$ cat config.mk
export PLATFORM = sky130hd
export DESIGN_NAME = port_pin_function_mux
export DESIGN_NICKNAME = d
export VERILOG_FILES = /design/src/rtl/port_mux_pkg.sv /design/src/rtl/port_pin_function_mux.sv
export SDC_FILE = /design/constraint.sdc
export NUM_CORES = 1
export LEC_CHECK = 0
export BUFFER_PORTS_ARGS = -buffer_cell sky130_fd_sc_hd__clkbuf_2
export CAP_MARGIN = 0
export CORE_AREA = 5 5 163 165
export CTS_CLUSTER_DIAMETER = 200
export CTS_CLUSTER_SIZE = 16
export DETAILED_ROUTE_END_ITERATION = 12
export DIE_AREA = 0 0 168 170
export PLACE_DENSITY_LB_ADDON = 0.15
export SLEW_MARGIN = 10
export SYNTH_ARGS = -nofsm -noshare
export SYNTH_HDL_FRONTEND = slang
export SYNTH_SLANG_ARGS = --single-unit
$ cat constraint.sdc
create_clock -name CORE_CLK -period 0.9 [get_ports CORE_CLK]
set_input_delay 0.135 -clock CORE_CLK [delete_from_list [all_inputs] [get_ports CORE_CLK]]
set_output_delay 0.135 -clock CORE_CLK [all_outputs]
set_load 0.005 [all_outputs]
$ cat src/rtl/port_mux_pkg.sv
`default_nettype none
package port_mux_pkg;
  localparam int PORT_W = 8;
  localparam int NIB_W = 4;
  localparam int UP_LO = 2;
  localparam int UP_HI = 7;
  localparam int NMI_BIT = 0;
  localparam int IRQ_A_BIT = 1;
  localparam int CSI1_BIT = 5;
  localparam int IRQ_F_BIT = 6;
  localparam int D_CLK_BIT = 2;
  localparam int D_DAT_BIT = 3;
  localparam int K_CLK_BIT = 5;
  localparam int K_DAT_BIT = 7;
  localparam int B_BAUD_BIT = 2;
  localparam int B_RX_BIT = 3;
  localparam int B_TX_BIT = 4;
  localparam int HOLD_REQ_BIT = 6;
  localparam int HOLD_ACK_BIT = 7;
  localparam logic [7:0] RST_BYTE = 8'h00;
  localparam logic [1:0] RST_SYNC = 2'h0;

  // one bidirectional pin group as seen by the core
  typedef struct packed {
    logic [7:0] dout;
    logic [7:0] oe;
    logic [7:0] pull;
  } pin_drive_t;

  // settings for a plain i/o port
  typedef struct packed {
    logic [7:0] latch;
    logic [7:0] dir_in;
    logic pull_en;
  } port_cfg_t;

  typedef enum logic [1:0] {
    P7_FN_PORT = 2'h0,
    P7_FN_HOLD = 2'h1,
    P7_FN_WAIT = 2'h2
  } bus_ctl_fn_t;
endpackage : port_mux_pkg
`default_nettype wire

$ cat src/rtl/port_pin_function_mux.sv
// Contract
// - port_a is eight bits, per-bit direction, also a 2x4 real-time output.
// - one pull-up enable per port acts on every pin of it currently acting as input, on input_only_port bits 2..7 only; analog_shared_port has none.
// - input_only_port is input only except bit 5; bit 0 feeds only the nmi but stays readable.
// - input_only_port pull-ups cover bits 2..7 under one enable.
// - input_only_port bit 5 is csi_one_clock i/o if csi_one_mode_reg selects.
// - port_d bits 2 and 3 may each be n-channel open drain.
// - port_k bits 5 and 7 may each be n-channel open drain.
// - analog_shared_port has per-bit direction and feeds analog_inputs.
// - second port bits 2..4 carry uart_b and csi two clock and data.
// - ext_irq_in_a also clocks timer 1 and triggers tc1_capcmp_a/b.
// - ext_irq_in_f also starts an a/d conversion.
// - port g bits 6,7 carry bus_hold_req/ack or wait/refresh_pulse_out.
// - addr_latch_strobe shares its pin with clock_out_pin.
`default_nettype none
module port_pin_function_mux
  import port_mux_pkg::*;
(
  // clock and reset
  input wire logic CORE_CLK,
  input wire logic RST_N,
  // pins (input, output, output enable, pull-up request)
  input wire logic [7:0] PA_IN,
  output port_mux_pkg::pin_drive_t PA_PIN,
  input wire logic [7:0] PB_IN,
  output port_mux_pkg::pin_drive_t PB_PIN,
  input wire logic [7:0] IOP_IN,
  output logic [7:0] IOP_PULL,
  output logic IOP_CSI1_OUT,
  output logic IOP_CSI1_OE,
  input wire logic [7:0] PD_IN,
  output port_mux_pkg::pin_drive_t PD_PIN,
  input wire logic [7:0] PG_IN,
  output port_mux_pkg::pin_drive_t PG_PIN,
  input wire logic [7:0] PAN_IN,
  output port_mux_pkg::pin_drive_t PAN_PIN,
  input wire logic [7:0] PK_IN,
  output port_mux_pkg::pin_drive_t PK_PIN,
  output logic STROBE_CLK_PIN,
  // software settings
  input wire port_mux_pkg::port_cfg_t PA_CFG,
  input wire logic [1:0] PA_RTO_EN,
  input wire logic [7:0] PA_RTO_DATA,
  input wire port_mux_pkg::port_cfg_t PB_CFG,
  input wire logic PB_UART_B_EN,
  input wire logic PB_CSI2_EN,
  input wire logic IOP_PULL_EN,
  input wire logic CSI_ONE_MODE_REG,
  input wire port_mux_pkg::port_cfg_t PD_CFG,
  input wire logic [1:0] PD_OD_EN,
  input wire logic PD_CSI0_EN,
  input wire port_mux_pkg::port_cfg_t PG_CFG,
  input wire port_mux_pkg::bus_ctl_fn_t PG_FN,
  input wire port_mux_pkg::port_cfg_t PAN_CFG,
  input wire port_mux_pkg::port_cfg_t PK_CFG,
  input wire logic [1:0] PK_OD_EN,
  input wire logic PK_CSI3_EN,
  input wire logic STROBE_SEL_CLK,
  // peripheral side
  input wire logic CSI1_CLK_OUT,
  input wire logic CSI1_CLK_MASTER,
  input wire logic CSI0_CLK_OUT,
  input wire logic CSI0_DATA_OUT,
  input wire logic CSI3_CLK_OUT,
  input wire logic CSI3_DATA_OUT,
  input wire logic CSI2_CLK_OUT,
  input wire logic CSI2_CLK_MASTER,
  input wire logic CSI2_DATA_OUT,
  input wire logic UART_B_TX,
  input wire logic BUS_HOLD_ACK,
  input wire logic REFRESH_PULSE_OUT,
  input wire logic ADDR_LATCH_STROBE,
  input wire logic CLOCK_OUT_PIN,
  // values seen by software and peripherals
  output logic [7:0] PA_RD,
  output logic [7:0] PB_RD,
  output logic [7:0] IOP_RD,
  output logic [7:0] PD_RD,
  output logic [7:0] PG_RD,
  output logic [7:0] PAN_RD,
  output logic [7:0] PK_RD,
  output logic [7:0] ANALOG_INPUTS,
  output logic NMI_REQ,
  output logic EXT_IRQ_IN_A,
  output logic TC1_COUNT_CLK,
  output logic TC1_CAPCMP_A_TRIG,
  output logic TC1_CAPCMP_B_TRIG,
  output logic EXT_IRQ_IN_F,
  output logic AD_START_TRIG,
  output logic CSI_ONE_CLOCK_IN,
  output logic UART_B_RX,
  output logic UART_B_BAUD_CLK,
  output logic CSI2_DATA_IN,
  output logic CSI2_CLK_IN,
  output logic BUS_HOLD_REQ,
  output logic WAIT_REQ
);
  import port_mux_pkg::*;

  // every pin input crosses two flip-flops before use
  logic [7:0] pa_m_q, pa_s_q, pb_m_q, pb_s_q, iop_m_q, iop_s_q;
  logic [7:0] pd_m_q, pd_s_q, pg_m_q, pg_s_q, pan_m_q, pan_s_q;
  logic [7:0] pk_m_q, pk_s_q;

  // reset empties the history so every read starts at zero
  always_ff @(posedge CORE_CLK) begin
    if (!RST_N) begin
      pa_m_q <= RST_BYTE;
      pa_s_q <= RST_BYTE;
      pb_m_q <= RST_BYTE;
      pb_s_q <= RST_BYTE;
      iop_m_q <= RST_BYTE;
      iop_s_q <= RST_BYTE;
      pd_m_q <= RST_BYTE;
      pd_s_q <= RST_BYTE;
      pg_m_q <= RST_BYTE;
      pg_s_q <= RST_BYTE;
      pan_m_q <= RST_BYTE;
      pan_s_q <= RST_BYTE;
      pk_m_q <= RST_BYTE;
      pk_s_q <= RST_BYTE;
    end else begin
      pa_m_q <= PA_IN;
      pa_s_q <= pa_m_q;
      pb_m_q <= PB_IN;
      pb_s_q <= pb_m_q;
      iop_m_q <= IOP_IN;
      iop_s_q <= iop_m_q;
      pd_m_q <= PD_IN;
      pd_s_q <= pd_m_q;
      pg_m_q <= PG_IN;
      pg_s_q <= pg_m_q;
      pan_m_q <= PAN_IN;
      pan_s_q <= pan_m_q;
      pk_m_q <= PK_IN;
      pk_s_q <= pk_m_q;
    end
  end

  // port_a: real-time groups override the latch per nibble
  wire [7:0] pa_rto_mask = {{NIB_W{PA_RTO_EN[1]}}, {NIB_W{PA_RTO_EN[0]}}};
  wire [7:0] pa_out = (PA_RTO_DATA & pa_rto_mask)
                    | (PA_CFG.latch & ~pa_rto_mask);
  // a real-time nibble always drives, whatever its direction bits say
  wire [7:0] pa_oe = ~PA_CFG.dir_in | pa_rto_mask;

  // second i/o port: uart_b and csi two alternates
  wire pb_alt = PB_UART_B_EN | PB_CSI2_EN;
  wire pb_clk_drv = PB_CSI2_EN & CSI2_CLK_MASTER;
  // csi two wins the shared tx pin when both alternates are on
  wire pb_tx = PB_CSI2_EN ? CSI2_DATA_OUT : UART_B_TX;
  logic [7:0] pb_out, pb_oe;
  always_comb begin
    pb_out = PB_CFG.latch;
    pb_oe = ~PB_CFG.dir_in;
    if (pb_alt) begin
      pb_out[B_TX_BIT] = pb_tx;
      pb_oe[B_TX_BIT] = 1'b1;
      // the receive pin stays an input whatever dir_in says
      pb_oe[B_RX_BIT] = 1'b0;
      pb_out[B_BAUD_BIT] = CSI2_CLK_OUT;
      pb_oe[B_BAUD_BIT] = pb_clk_drv;
    end
  end

  // port_d: csi zero clock/data with optional open drain
  logic [7:0] pd_out, pd_oe;
  always_comb begin
    pd_out = PD_CFG.latch;
    pd_oe = ~PD_CFG.dir_in;
    // the serial channel takes both pins regardless of direction
    if (PD_CSI0_EN) begin
      pd_out[D_CLK_BIT] = CSI0_CLK_OUT;
      pd_out[D_DAT_BIT] = CSI0_DATA_OUT;
      pd_oe[D_CLK_BIT] = 1'b1;
      pd_oe[D_DAT_BIT] = 1'b1;
    end
    // open drain drives only the low level
    if (PD_OD_EN[0]) begin
      pd_oe[D_CLK_BIT] = pd_oe[D_CLK_BIT] & ~pd_out[D_CLK_BIT];
      pd_out[D_CLK_BIT] = 1'b0;
    end
    if (PD_OD_EN[1]) begin
      pd_oe[D_DAT_BIT] = pd_oe[D_DAT_BIT] & ~pd_out[D_DAT_BIT];
      pd_out[D_DAT_BIT] = 1'b0;
    end
  end

  // port_k: csi three clock/data with optional open drain
  logic [7:0] pk_out, pk_oe;
  always_comb begin
    pk_out = PK_CFG.latch;
    pk_oe = ~PK_CFG.dir_in;
    if (PK_CSI3_EN) begin
      pk_out[K_CLK_BIT] = CSI3_CLK_OUT;
      pk_out[K_DAT_BIT] = CSI3_DATA_OUT;
      pk_oe[K_CLK_BIT] = 1'b1;
      pk_oe[K_DAT_BIT] = 1'b1;
    end
    // as on port_d, open drain only ever pulls low
    if (PK_OD_EN[0]) begin
      pk_oe[K_CLK_BIT] = pk_oe[K_CLK_BIT] & ~pk_out[K_CLK_BIT];
      pk_out[K_CLK_BIT] = 1'b0;
    end
    if (PK_OD_EN[1]) begin
      pk_oe[K_DAT_BIT] = pk_oe[K_DAT_BIT] & ~pk_out[K_DAT_BIT];
      pk_out[K_DAT_BIT] = 1'b0;
    end
  end

  // port g: bus hold pair or wait/refresh pair on bits 6 and 7
  logic [7:0] pg_out, pg_oe;
  always_comb begin
    pg_out = PG_CFG.latch;
    pg_oe = ~PG_CFG.dir_in;
    // code 3 is unused and leaves the port pins alone
    unique case (PG_FN)
      P7_FN_HOLD: begin
        pg_oe[HOLD_REQ_BIT] = 1'b0;
        pg_out[HOLD_ACK_BIT] = BUS_HOLD_ACK;
        pg_oe[HOLD_ACK_BIT] = 1'b1;
      end
      P7_FN_WAIT: begin
        pg_oe[HOLD_REQ_BIT] = 1'b0;
        pg_out[HOLD_ACK_BIT] = REFRESH_PULSE_OUT;
        pg_oe[HOLD_ACK_BIT] = 1'b1;
      end
      P7_FN_PORT: begin
      end
      default: begin
      end
    endcase
  end
  // bit 6 is an input in both bus modes; its meaning follows PG_FN
  wire pg_hold = (PG_FN == P7_FN_HOLD);
  wire pg_wait = (PG_FN == P7_FN_WAIT);

  // pull-ups only on pins currently acting as inputs
  wire [7:0] pa_pull = {PORT_W{PA_CFG.pull_en}} & ~pa_oe;
  wire [7:0] pb_pull = {PORT_W{PB_CFG.pull_en}} & ~pb_oe;
  wire [7:0] pd_pull = {PORT_W{PD_CFG.pull_en}} & ~pd_oe;
  wire [7:0] pg_pull = {PORT_W{PG_CFG.pull_en}} & ~pg_oe;
  wire [7:0] pk_pull = {PORT_W{PK_CFG.pull_en}} & ~pk_oe;
  // analog port has no pull-ups so the a/d sees the raw level
  wire [7:0] pan_oe = ~PAN_CFG.dir_in;

  // input-only port: csi one clock is the sole driver
  wire csi1_drv = CSI_ONE_MODE_REG & CSI1_CLK_MASTER;
  // one enable spans the six pins above the nmi and irq a inputs
  wire [UP_HI-UP_LO:0] iop_pull_grp = {(UP_HI - UP_LO + 1){IOP_PULL_EN}};
  logic [7:0] iop_pull;
  always_comb begin
    iop_pull = RST_BYTE;
    iop_pull[UP_HI:UP_LO] = iop_pull_grp;
    // a driving pin must not also be pulled up
    iop_pull[CSI1_BIT] = iop_pull[CSI1_BIT] & ~csi1_drv;
  end

  assign PA_PIN = '{dout: pa_out, oe: pa_oe, pull: pa_pull};
  assign PB_PIN = '{dout: pb_out, oe: pb_oe, pull: pb_pull};
  assign PD_PIN = '{dout: pd_out, oe: pd_oe, pull: pd_pull};
  assign PG_PIN = '{dout: pg_out, oe: pg_oe, pull: pg_pull};
  assign PK_PIN = '{dout: pk_out, oe: pk_oe, pull: pk_pull};
  assign PAN_PIN = '{dout: PAN_CFG.latch, oe: pan_oe, pull: RST_BYTE};
  assign IOP_PULL = iop_pull;
  assign IOP_CSI1_OUT = CSI1_CLK_OUT;
  assign IOP_CSI1_OE = csi1_drv;
  // strobe pin carries either the address strobe or the clock output
  assign STROBE_CLK_PIN = STROBE_SEL_CLK ? CLOCK_OUT_PIN
                                         : ADDR_LATCH_STROBE;

  // input paths always show the synchronised pin level
  assign PA_RD = pa_s_q;
  assign PB_RD = pb_s_q;
  assign IOP_RD = iop_s_q;
  assign PD_RD = pd_s_q;
  assign PG_RD = pg_s_q;
  assign PAN_RD = pan_s_q;
  assign PK_RD = pk_s_q;
  assign ANALOG_INPUTS = pan_s_q;

  // raw levels only; edge handling stays in each consumer
  assign NMI_REQ = iop_s_q[NMI_BIT];
  assign EXT_IRQ_IN_A = iop_s_q[IRQ_A_BIT];
  assign TC1_COUNT_CLK = iop_s_q[IRQ_A_BIT];
  assign TC1_CAPCMP_A_TRIG = iop_s_q[IRQ_A_BIT];
  assign TC1_CAPCMP_B_TRIG = iop_s_q[IRQ_A_BIT];
  assign EXT_IRQ_IN_F = iop_s_q[IRQ_F_BIT];
  assign AD_START_TRIG = iop_s_q[IRQ_F_BIT];
  assign CSI_ONE_CLOCK_IN = iop_s_q[CSI1_BIT];
  // uart_b and csi two share one receive pin and one clock pin
  assign UART_B_RX = pb_s_q[B_RX_BIT];
  assign CSI2_DATA_IN = pb_s_q[B_RX_BIT];
  assign UART_B_BAUD_CLK = pb_s_q[B_BAUD_BIT];
  assign CSI2_CLK_IN = pb_s_q[B_BAUD_BIT];
  // alternates read as inactive when not selected
  assign BUS_HOLD_REQ = pg_hold & pg_s_q[HOLD_REQ_BIT];
  assign WAIT_REQ = pg_wait & pg_s_q[HOLD_REQ_BIT];
endmodule : port_pin_function_mux
`default_nettype wire

==> results of run 1 <==
through the flow:
| step | hold slack (ns) | setup TNS (ns) | total power [µW] | cells | setup slack (ns) |
|---|---|---|---|---|---|
| 6_report | 0.0130 | -2.44 | 11400 | 1136 | -0.199 |
| 5_1_grt | 0.0199 | -6.26 | 12000 | 1136 | -0.245 |
| 4_1_cts | 0.00643 | -4.88 | 11600 | 1136 | -0.246 |
| 3_5_place_dp | 0.270 | -1.72 | 6870 | 1065 | -0.225 |
| 3_3_place_gp | 0.270 | -1.49 | 6870 | 1065 | -0.214 |
| 2_1_floorplan | 0.257 | 0 | 6110 | 454 | 0.000803 |
layer usage:
layer | vias to the layer above | GRT usage, %
li1 | 1972 | -
met5 | - | 0
met4 | 0 | 3.74
met2 | 200 | 16.2
met1 | 1690 | 10.2
met3 | 32 | 4.30
cell families (layout without fill, tap and decap cells):
family                   Yosys count  after routing  share of synthesized area, %
AND/OR/NAND/NOR                  175            175                          23.9
buffers and inverters            123            475                          16.9
flip-flops                       112            112                          51.4
AO/OA/AOI/OAI                     17             17                          3.33
multiplexers                      15             15                          3.82
adder cells (fa/ha/maj)            2              2                         0.574
other                              1             10                        0.0860
worst max-delay path, stage by stage (launching register included):
cell     delay (ns)
dfxtp_2        0.33
and2_4         0.16
buf_8          0.12
flip-flops by register name, summed over array words and instances, names as in the netlist:
signal	cells
PD_RD	8
PG_RD	8
IOP_RD	8
pan_m_q	8
PK_RD	8
ANALOG_INPUTS	8
pb_m_q	8
pd_m_q	8
PB_RD	8
PA_RD	8
pg_m_q	8
pk_m_q	8
pa_m_q	8
iop_m_q	8
power groups by stage:
stage	sequential [µW]	combinational, µW	clock (µW)
2_1_floorplan	5360	744	0
3_3_place_gp	5360	1510	0
4_1_cts	5260	1810	4510
6_report	5270	1860	4260
3_5_place_dp	5360	1500	0
5_1_grt	5290	2050	4690
how the worst max path moves through the flow:
stage                   from        end  slack (ns)  cells after the start
floorplan           PG_FN[0]  PG_PIN[6]      0.0008                      4
global placement    PG_FN[0]  PG_PIN[6]       -0.21                      6
detailed placement  PG_FN[0]  PG_PIN[6]       -0.23                      6
CTS                 PG_RD[6]   WAIT_REQ       -0.25                      2
global route        PG_RD[6]   WAIT_REQ       -0.25                      2
finish              PG_RD[6]   WAIT_REQ       -0.20                      2
placed cells by master (no fill, tap or decap), types with 2 or more instances in the layout:
cell type      instances
o31ai_2                3
buf_8                  6
buf_12                 2
clkbuf_2             286
a21o_1                 2
clkbuf_16             12
inv_1                 38
and3_1                 2
nand2b_1               8
ha_4                   2
nor2b_4                3
mux2i_1                3
nand3b_1               2
dfxtp_2               42
a2bb2oi_2              2
mux2_2                 9
buf_4                 11
dfxtp_4                2
and2_1               132
nand2_1                4
o21ai_1                2
nor2b_1                3
dfxtp_1               68
nor2_1                16
mux2i_4                2
inv_6                  3
dlygate4sd3_1         55
buf_2                 19
buf_6                 37
conb_1                10
layout make-up:
cell class	instances	area share, %
Timing Repair Buffer	419	37.1
Clock buffer	10	3.05
Clock inverter	6	1.12
Tap cell	330	5.51
Inverter	40	2.04
Multi-Input combinational cell	219	20.5
Sequential cell	112	30.7
repair_timing:
action                     CTS  global route
buffers inserted             1             0
hold buffers                55             0
setup endpoints to repair  109           105
hold endpoints to repair    55             0
pin swaps                   12             7
gates resized for setup     63           109
==> Flow_metrics.wiki, run 1 <==
{| class="wikitable"
! Metric !! Value
|-
| Met1 Routed Length || 5240 µm
|-
| End of the worst register-to-register path || IOP_RD[3]
|-
| Final Net Count || 1000
|-
| Register bit count reported by yosys || between 100 and 150
|-
| Insertion delay to the later sink of the worst-skew pair || 0.35 ns
|-
| Count of endpoints failing hold in the final timing report || 0
|-
| Final critical path time including I/O delays and setup || roughly 1.1 ns
|-
| Detailed-route via count || 3894
|-
| Highest metal used || met4
|-
| Fraction of power consumed by combinational cells || between 10% and 20%
|-
| Cell count after synthesis || approximately 450
|-
| Run status || finished with violations
|-
| Clock Tree Root || clkbuf_16
|-
| Violation count after the first detailed-routing iteration || between 40 and 50
|-
| Sequential cell area || 2300 µm²
|-
| Diode count || 0
|-
| Placeable core area || 24900 µm²
|-
| DRT Pass-1 Iters || 4
|-
| Critical Path Start Type || flip-flop
|-
| Final Cell Area || 7500 µm²
|-
| Most common cell in the synthesized netlist || and2_1
|-
| Yosys warnings || 0
|-
| Met3 WL post-DR || 1790 µm
|-
| Wire length of the first global-routing pass || 21400 µm
|-
| Detailed-routed wire length on met2 || 7370 µm
|-
| Biggest fanout along the worst timing path || 3
|-
| Cell type contributing the most total cell area after synthesis || dfxtp_1
|-
| EDFF count, synth || 0
|-
| Distinct cell type count after synthesis || 30
|-
| Mean post-synth cell area || 9.80 µm²
|-
| Top-area cell type share of the netlist area || 51.4%
|-
| Hold-critical path endpoint || pg_m_q[1]
|-
| Top FF cell, synth || dfxtp_1
|-
| Number of global-route vias before repair || 3868
|-
| Final critical-path share of the clock period || 122%
|-
| Largest net degree at the start of global routing || 60
|-
| Net Sw Frac || 24.7%
|-
| Cts bufs inserted || 9
|-
| R2r startpoint || iop_m_q[3]
|-
| Top area cells in the synthesized netlist || dfxtp_1 (51%), and2_1 (19%), buf_4 (12%), inv_1 (3.4%), mux2_2 (2.3%)
|-
| Logic depth of the worst register-to-register path || 1
|-
| Clock transition at the registers of the reported paths || ~0.080 ns
|-
| Cell count of the worst hold path || 2
|-
| Final setup violation count || 77
|-
| Switching power summed over all nets || approximately 2800 µW
|-
| Clock network power share || 37.4%
|-
| Achievable frequency || 910 MHz
|-
| Max clock buf depth || 2
|-
| Most frequent cells after synthesis || and2_1 (133), dfxtp_1 (112), buf_4 (70)
|-
| FP Rows || 58
|-
| Area post-placement || 6100 µm²
|-
| Number of antenna violations at the first check in global routing || 0
|-
| Count of buffers from port buffering || 350
|-
| Worst supply voltage drop on vdd || about 0.75 mV
|-
| Overall routed net length || 14800 µm
|-
| Clock H-tree levels || 3
|-
| Clk sinks || 112
|-
| Violations in the final reports || negative setup slack
|-
| Area used by multi-input combinational logic || between 1500 and 2000 µm²
|-
| Final count of pins violating max slew || 0
|-
| Setup slack of the worst register-to-register path || 0.35 ns
|-
| Crit path capture type || primary output
|-
| Weighted congestion reported at the end of routability-driven placement || 0.781
|-
| Die outline area || 28600 µm²
|-
| Data required time at the worst endpoint || 0.76 ns
|-
| Final cell utilization of the core || 30.1%
|-
| HPWL Detailed || between 10000 and 15000 µm
|-
| Leakage component of the power || 0.00387 µW
|-
| Internal || 8570 µW
|-
| Number of primary I/O pins || 430
|-
| Proportion of synthesized chip area in sequential cells || 51.4%
|-
| Async set or reset register ratio after synthesis || 0%
|-
| Summed instance area of the synthesized netlist || about 4400 µm²
|-
| Overall fraction of global-route tracks in use || 9.43%
|-
| Filler instances || around 2600
|-
| Worst hold-check path type || primary input to flip-flop
|-
| Category of the critical setup timing path || flip-flop to primary output
|-
| Total grt overflow || 0
|-
| Final worst slack || -0.199 ns
|-
| Initial cell density of the core || 17.5%
|-
| CTS tree || done
|-
| Arrival time at the worst endpoint || around 0.96 ns
|-
| Number of max-capacitance violations reported || 0
|-
| Fraction of layout instances using a drive strength above 1 || ~57%
|-
| Via density per instance || 3.43
|-
| Power density normalized to cell area || roughly 1500 nW/µm²
|-
| Die outline height || 170 µm
|-
| Relative area change from synthesis to final layout || 71.9%
|-
| Die Wd || 168 µm
|-
| Antenna violation net count after detailed routing || 0
|-
| Start point of the worst hold path || PG_IN[1]
|-
| Drt wl/cell || 13.0 µm
|-
| RSZ-0062 raised after global routing || true
|-
| Remaining routing DRC violations || 0
|-
| Worst clock skew || 0.0100 ns
|-
| Sequential group share of total power || 46.3%
|}
(Power assumes the default switching activity.)
==> inputs of run 2 (changes only) <==
- PLACE_DENSITY: default -> 0.56
- PLACE_DENSITY_LB_ADDON: 0.15 -> default
==> run 2 against run 1 <==
The flow still finishes with violations (negative setup slack). Total power is 3.6% lower. Design area is 0.18% lower. Global-route usage hardly changed. First-iteration DRC count is 140% higher. Combinational power is 2% higher. Critical path type unchanged. Maximum frequency is 4.6% higher.
==> Flow_metrics.wiki, run 2 (same netlist as run 1, synthesis figures left out) <==
{| class="wikitable"
! Metric !! Value
|-
| Count of endpoints failing hold in the final timing report || 0 (unchanged)
|-
| Hold Slack || 0.0182 ns (+0.00520 ns)
|-
| Drt wl/cell || 13.2 µm (+1.9%)
|-
| Die outline area || 28600 µm² (unchanged)
|-
| Final setup violation count || 64 (-17%)
|-
| Violation count after the first detailed-routing iteration || 115 (+140%)
|-
| Initial cell density of the core || 17.5% (unchanged)
|-
| Clk sinks || 112 (unchanged)
|-
| Via density per instance || 3.48 (+1.4%)
|-
| Detailed-route via count || 3936 (+1.1%)
|-
| Number of primary I/O pins || 430 (unchanged)
|-
| Final worst slack || -0.151 ns (+0.0481 ns)
|-
| Diode count || 0 (unchanged)
|-
| DRT Pass-1 Iters || 4 (unchanged)
|-
| Ordered cell list for the critical path || and2_4 -> buf_6
|-
| Count of buffers from port buffering || 350 (unchanged)
|-
| Max clock buf depth || 2 (unchanged)
|-
| Final cell utilization of the core || 30.1% (-0.055 points)
|-
| Crit path capture type || primary output
|-
| Largest net degree at the start of global routing || 58 (-3.3%)
|-
| Die Wd || 168 µm (unchanged)
|-
| Placeable core area || 24900 µm² (unchanged)
|-
| Relative area change from synthesis to final layout || 71.6%
|-
| Worst supply voltage drop on vdd || 0.775 mV (+3.0%)
|-
| Arrival time at the worst endpoint || 0.92 ns (-0.04 ns)
|-
| Weighted congestion reported at the end of routability-driven placement || 0.801 (+2.6%)
|-
| Fraction of layout instances using a drive strength above 1 || 57.4% (+0.78 points)
|-
| Clock H-tree levels || 3 (unchanged)
|-
| RSZ-0062 raised after global routing || true
|-
| Remaining routing DRC violations || 0 (unchanged)
|-
| Number of global-route vias before repair || 3849 (-0.49%)
|-
| Final critical path time including I/O delays and setup || 1.05 ns (-0.0481 ns)
|-
| Worst clock skew || 0.00645 ns (-0.00359 ns)
|-
| FP Rows || 58 (unchanged)
|-
| Violations in the final reports || negative setup slack
|-
| Biggest fanout along the worst timing path || 3 (unchanged)
|-
| HPWL Detailed || 11600 µm (-3.5%)
|-
| Wire length of the first global-routing pass || 21400 µm (about the same)
|-
| Achievable frequency || 952 MHz (+4.6%)
|-
| Largest stage delay, worst path || 0.36 ns (+0.03 ns)
|-
| Data required time at the worst endpoint || 0.76 ns (about the same)
|-
| Worst hold-check path type || primary input to flip-flop
|-
| Final count of pins violating max slew || 0 (unchanged)
|-
| Antenna violation net count after detailed routing || 0 (unchanged)
|-
| Most common cell after layout, fill and taps aside || clkbuf_2
|-
| Leakage component of the power || 0.00386 µW (-0.35%)
|-
| Top library cells by usage in the layout, fill and taps aside || clkbuf_2 (285), and2_1 (130), dfxtp_1 (70)
|-
| Number of max-capacitance violations reported || 0 (unchanged)
|-
| Final critical-path share of the clock period || 117% (-5.3 points)
|-
| Category of the critical setup timing path || flip-flop to primary output
|-
| Critical Path Start Type || flip-flop
|-
| Overall routed net length || 15000 µm (+1.5%)
|-
| Slowest CP cell || dfxtp_2
|-
| Run status || finished with violations
|-
| Clock transition at the registers of the reported paths || 0.07 ns (about the same)
|-
| Pre-CTS WS || -0.302 ns (-0.0768 ns)
|-
| Power density normalized to cell area || 1470 nW/µm² (-3.4%)
|-
| Final Net Count || 997 (-0.30%)
|-
| Insertion delay to the later sink of the worst-skew pair || 0.34 ns (about the same)
|-
| Overall fraction of global-route tracks in use || 9.38% (-0.047 points)
|-
| Clock Tree Root || clkbuf_16
|-
| CTS tree || done
|-
| Die outline height || 170 µm (unchanged)
|-
| Cts bufs inserted || 9 (unchanged)
|-
| Number of antenna violations at the first check in global routing || 0 (unchanged)
|-
| Total grt overflow || 0 (unchanged)
|}
-- run 2: path summary, 6_finish.rpt --
| check | from | to | slack [ns] | depth (start not counted) |
|---|---|---|---|---|
| min | PAN_IN[3] | pan_m_q[3] | 0.02 | 2 |
| min reg2reg | iop_m_q[4] | IOP_RD[4] | 0.43 | 1 |
| max reg2reg | pg_m_q[4] | PG_RD[4] | 0.31 | 1 |
| max | PG_RD[6] | WAIT_REQ | -0.15 | 2 |
-- run 2: cell type report --
class | count | area [µm²]
fillers | 2571 | 17400
flip-flops and latches | 112 | 2300
inverters | 40 | 156
well taps | 330 | 413
multi-input cells | 219 | 1570
clock buffers | 10 | 239
clock inverters | 5 | 41.3
repair buffers | 416 | 2760
-- run 2: routing by layer --
layer  global-route usage (%)  vias up  wire length [µm]
li1                         -     1966                 -
met1                     9.98     1751              5130
met2                     17.2      187              8000
met3                     3.65       32              1420
met4                     2.86        0               422
met5                        0        -                 0
-- run 2: repair_timing --
action	CTS	global route
buffers inserted	1	2
setup endpoints to repair	113	108
pin swaps	10	10
resized for setup	69	117
hold buffers	53	0
hold endpoints to repair	53	0
-- run 2: power breakdown --
| part | internal, µW | switching (µW) |
|---|---|---|
| Combinational | 1140 | 758 |
| Sequential | 5190 | 72.3 |
| Clock | 1970 | 1840 |
| Total | 8310 | 2670 |
-- run 2: critical path, delay by kind of cell (launching register included) --
| kind | cells | cell delay [ns] |
|---|---|---|
| buf+inv | 1 | 0.08 |
| flops | 1 | 0.36 |
| simple gates | 1 | 0.14 |
-- run 2: through the flow --
stage               std cells  setup TNS, ns  power, µW  instance area [µm²]
floorplan                 454              0       6110                 4390
global placement         1063          -2.43       6840                 6100
detailed placement       1063          -3.03       6860                 6100
CTS                      1132          -3.70      11100                 7150
global route             1132          -5.17      11600                 7480
finish                   1132          -2.11      11000                 7480
==> inputs of run 3 (changes only) <==
- CORE_AREA: 5 5 163 165 -> 5 5 166 168
- CTS_BUF_LIST: default -> sky130_fd_sc_hd__clkbuf_2 sky130_fd_sc_hd__clkbuf_4 sky130_fd_sc_hd__clkbuf_8
- DIE_AREA: 0 0 168 170 -> 0 0 171 173
- GPL_ROUTABILITY_DRIVEN: default -> 0
- PLACE_DENSITY: 0.56 -> 0.55
==> run 3 against run 2 <==
The flow still finishes with violations (negative setup slack). Routed wire length rose by 3.8%. Non-clock buffer count up 2. Global-route usage up 0.26 points. Clock skew is 0.0052 ns higher. Worst hold slack improved by 0.21 ns. Core utilization shrank 1.5 points. Cell count grew 0.71%. Sequential cell count stayed put.
==> Flow_metrics.wiki, run 3 (same netlist as run 1, synthesis figures left out) <==
{| class="wikitable"
! Metric !! Value
|-
| Area used by multi-input combinational logic || 1530 µm² (-2.5%)
|-
| Sequential cell area || 2300 µm² (unchanged)
|-
| Top library cells by usage in the layout, fill and taps aside || clkbuf_2 (285), and2_1 (131), dfxtp_1 (72)
|-
| Total power || 10100 µW (-7.7%)
|-
| DRT Pass-1 Iters || 4 (unchanged)
|-
| Total grt overflow || 0 (unchanged)
|-
| Critical Path Start Type || flip-flop
|-
| Final worst slack || -0.227 ns (-0.0764 ns)
|-
| Detailed-route via count || 3952 (+0.41%)
|-
| Pre-CTS WS || -0.235 ns (+0.0667 ns)
|-
| Power density normalized to cell area || 1380 nW/µm² (-6.1%)
|-
| Clk sinks || 112 (unchanged)
|-
| Final count of pins violating max slew || 0 (unchanged)
|-
| Clock Tree Root || clkbuf_8
|-
| Violation count after the first detailed-routing iteration || 103 (-10%)
|-
| Number of primary I/O pins || 430 (unchanged)
|-
| Wire length of the first global-routing pass || 22100 µm (+3.2%)
|-
| Fraction of layout instances using a drive strength above 1 || 56.5% (-0.83 points)
|-
| Arrival time at the worst endpoint || 0.99 ns (+0.07 ns)
|-
| Via density per instance || 3.47 (-0.30%)
|-
| Achievable frequency || 887 MHz (-6.8%)
|-
| Worst clock skew || 0.0117 ns (+0.00521 ns)
|-
| Worst hold-check path type || primary input to flip-flop
|-
| RSZ-0062 raised after global routing || true
|-
| R2r startpoint || pg_m_q[6]
|-
| Setup slack of the worst register-to-register path || 0.33 ns (+0.02 ns)
|-
| CP startpoint || PG_RD[6]
|-
| Final critical-path share of the clock period || 125% (+8.5 points)
|-
| Clock transition at the registers of the reported paths || 0.11 ns (+0.04 ns)
|-
| Remaining routing DRC violations || 0 (unchanged)
|-
| Biggest fanout along the worst timing path || 3 (unchanged)
|-
| Die Wd || 171 µm (+1.8%)
|-
| Overall fraction of global-route tracks in use || 9.64% (+0.26 points)
|-
| Worst supply voltage drop on vdd || 1.21 mV (+57%)
|-
| Die outline area || 29600 µm² (+3.6%)
|-
| Diode count || 0 (unchanged)
|-
| FP Rows || 59 (+1.7%)
|-
| Relative area change from synthesis to final layout || 68.7%
|-
| Final cell utilization of the core || 28.6% (-1.5 points)
|-
| Filler instances || 2688 (+4.6%)
|-
| Count of non-filler cells in the finished layout || 1140 (+0.71%)
|-
| Number of global-route vias before repair || 3884 (+0.91%)
|-
| Die outline height || 173 µm (+1.8%)
|-
| Count of endpoints failing hold in the final timing report || 0 (unchanged)
|-
| Placeable core area || 25800 µm² (+3.5%)
|-
| Number of max-capacitance violations reported || 0 (unchanged)
|-
| Overall routed net length || 15500 µm (+3.8%)
|-
| Largest net degree at the start of global routing || 67 (+16%)
|-
| Start point of the worst hold path || RST_N
|-
| Antenna violation net count after detailed routing || 0 (unchanged)
|-
| Run status || finished with violations
|-
| Most common cell after layout, fill and taps aside || clkbuf_2
|-
| Final critical path time including I/O delays and setup || 1.13 ns (+0.0764 ns)
|-
| Crit path capture type || primary output
|-
| Category of the critical setup timing path || flip-flop to primary output
|-
| HPWL Detailed || 12600 µm (+8.3%)
|-
| Placed insts || 1068 (+0.47%)
|-
| Final setup violation count || 84 (+31%)
|-
| Drt wl/cell || 13.6 µm (+3.0%)
|-
| Violations in the final reports || negative setup slack
|-
| Cts bufs inserted || 9 (unchanged)
|-
| Count of buffers from port buffering || 350 (unchanged)
|-
| Number of antenna violations at the first check in global routing || 0 (unchanged)
|-
| Initial cell density of the core || 16.9% (-0.59 points)
|-
| Leakage component of the power || 0.00380 µW (-1.5%)
|-
| Data required time at the worst endpoint || 0.76 ns (about the same)
|-
| Clock H-tree levels || 3 (unchanged)
|-
| Insertion delay to the later sink of the worst-skew pair || 0.38 ns (+0.04 ns)
|-
| Max clock buf depth || 2 (unchanged)
|-
| Final Net Count || 999 (+0.20%)
|-
| CTS tree || done
|}
run 3: final cells by class:
class | count | share of cell area, %
Timing Repair Buffer | 418 | 37.4
Inverter | 40 | 2.08
Tap cell | 335 | 5.70
Clock buffer | 11 | 2.06
Clock inverter | 5 | 0.612
Multi-Input combinational cell | 219 | 20.9
Sequential cell | 112 | 31.3
run 3: per-layer routing:
| metal | wire length [µm] | GRT usage, % | part of all wire [%] |
|---|---|---|---|
| met4 | 168 | 1.82 | 1.1 |
| met5 | 0 | 0 | 0 |
| met2 | 7790 | 17.1 | 50 |
| met3 | 1830 | 4.93 | 12 |
| met1 | 5750 | 10.3 | 37 |
run 3: path summary, 6_finish.rpt:
path	endpoint	cells past startpoint
max	WAIT_REQ	2
min	IOP_RD[6]	3
max reg2reg	PG_RD[6]	1
min reg2reg	PK_RD[5]	1
run 3: repair_timing:
action | CTS | global route
endpoints found under the setup margin | 108 | 100
pin swaps | 8 | 8
hold buffers | 56 | 0
resized for setup | 59 | 124
endpoints found under the hold margin | 56 | 0
buffers inserted | 1 | 0
run 3: per-stage QoR:
stage,TNS [ns],instance area (µm²),hold slack (ns)
5_1_grt,-10.95,7360,0.218
2_1_floorplan,0,4390,0.257
3_3_place_gp,-1.54,6080,0.270
3_5_place_dp,-1.87,6080,0.270
6_report,-5.27,7360,0.232
4_1_cts,-9.03,7060,0.208
run 3: worst max-delay path, stage by stage (launching register included):
cell and delay [ns]:
dfxtp_2 0.35, and2_4 0.16, buf_8 0.11
run 3: power breakdown:
part           switching [µW]  internal, µW
clock                    1780          1210
sequential               72.3          5190
combinational             752          1130
total                    2600          7530
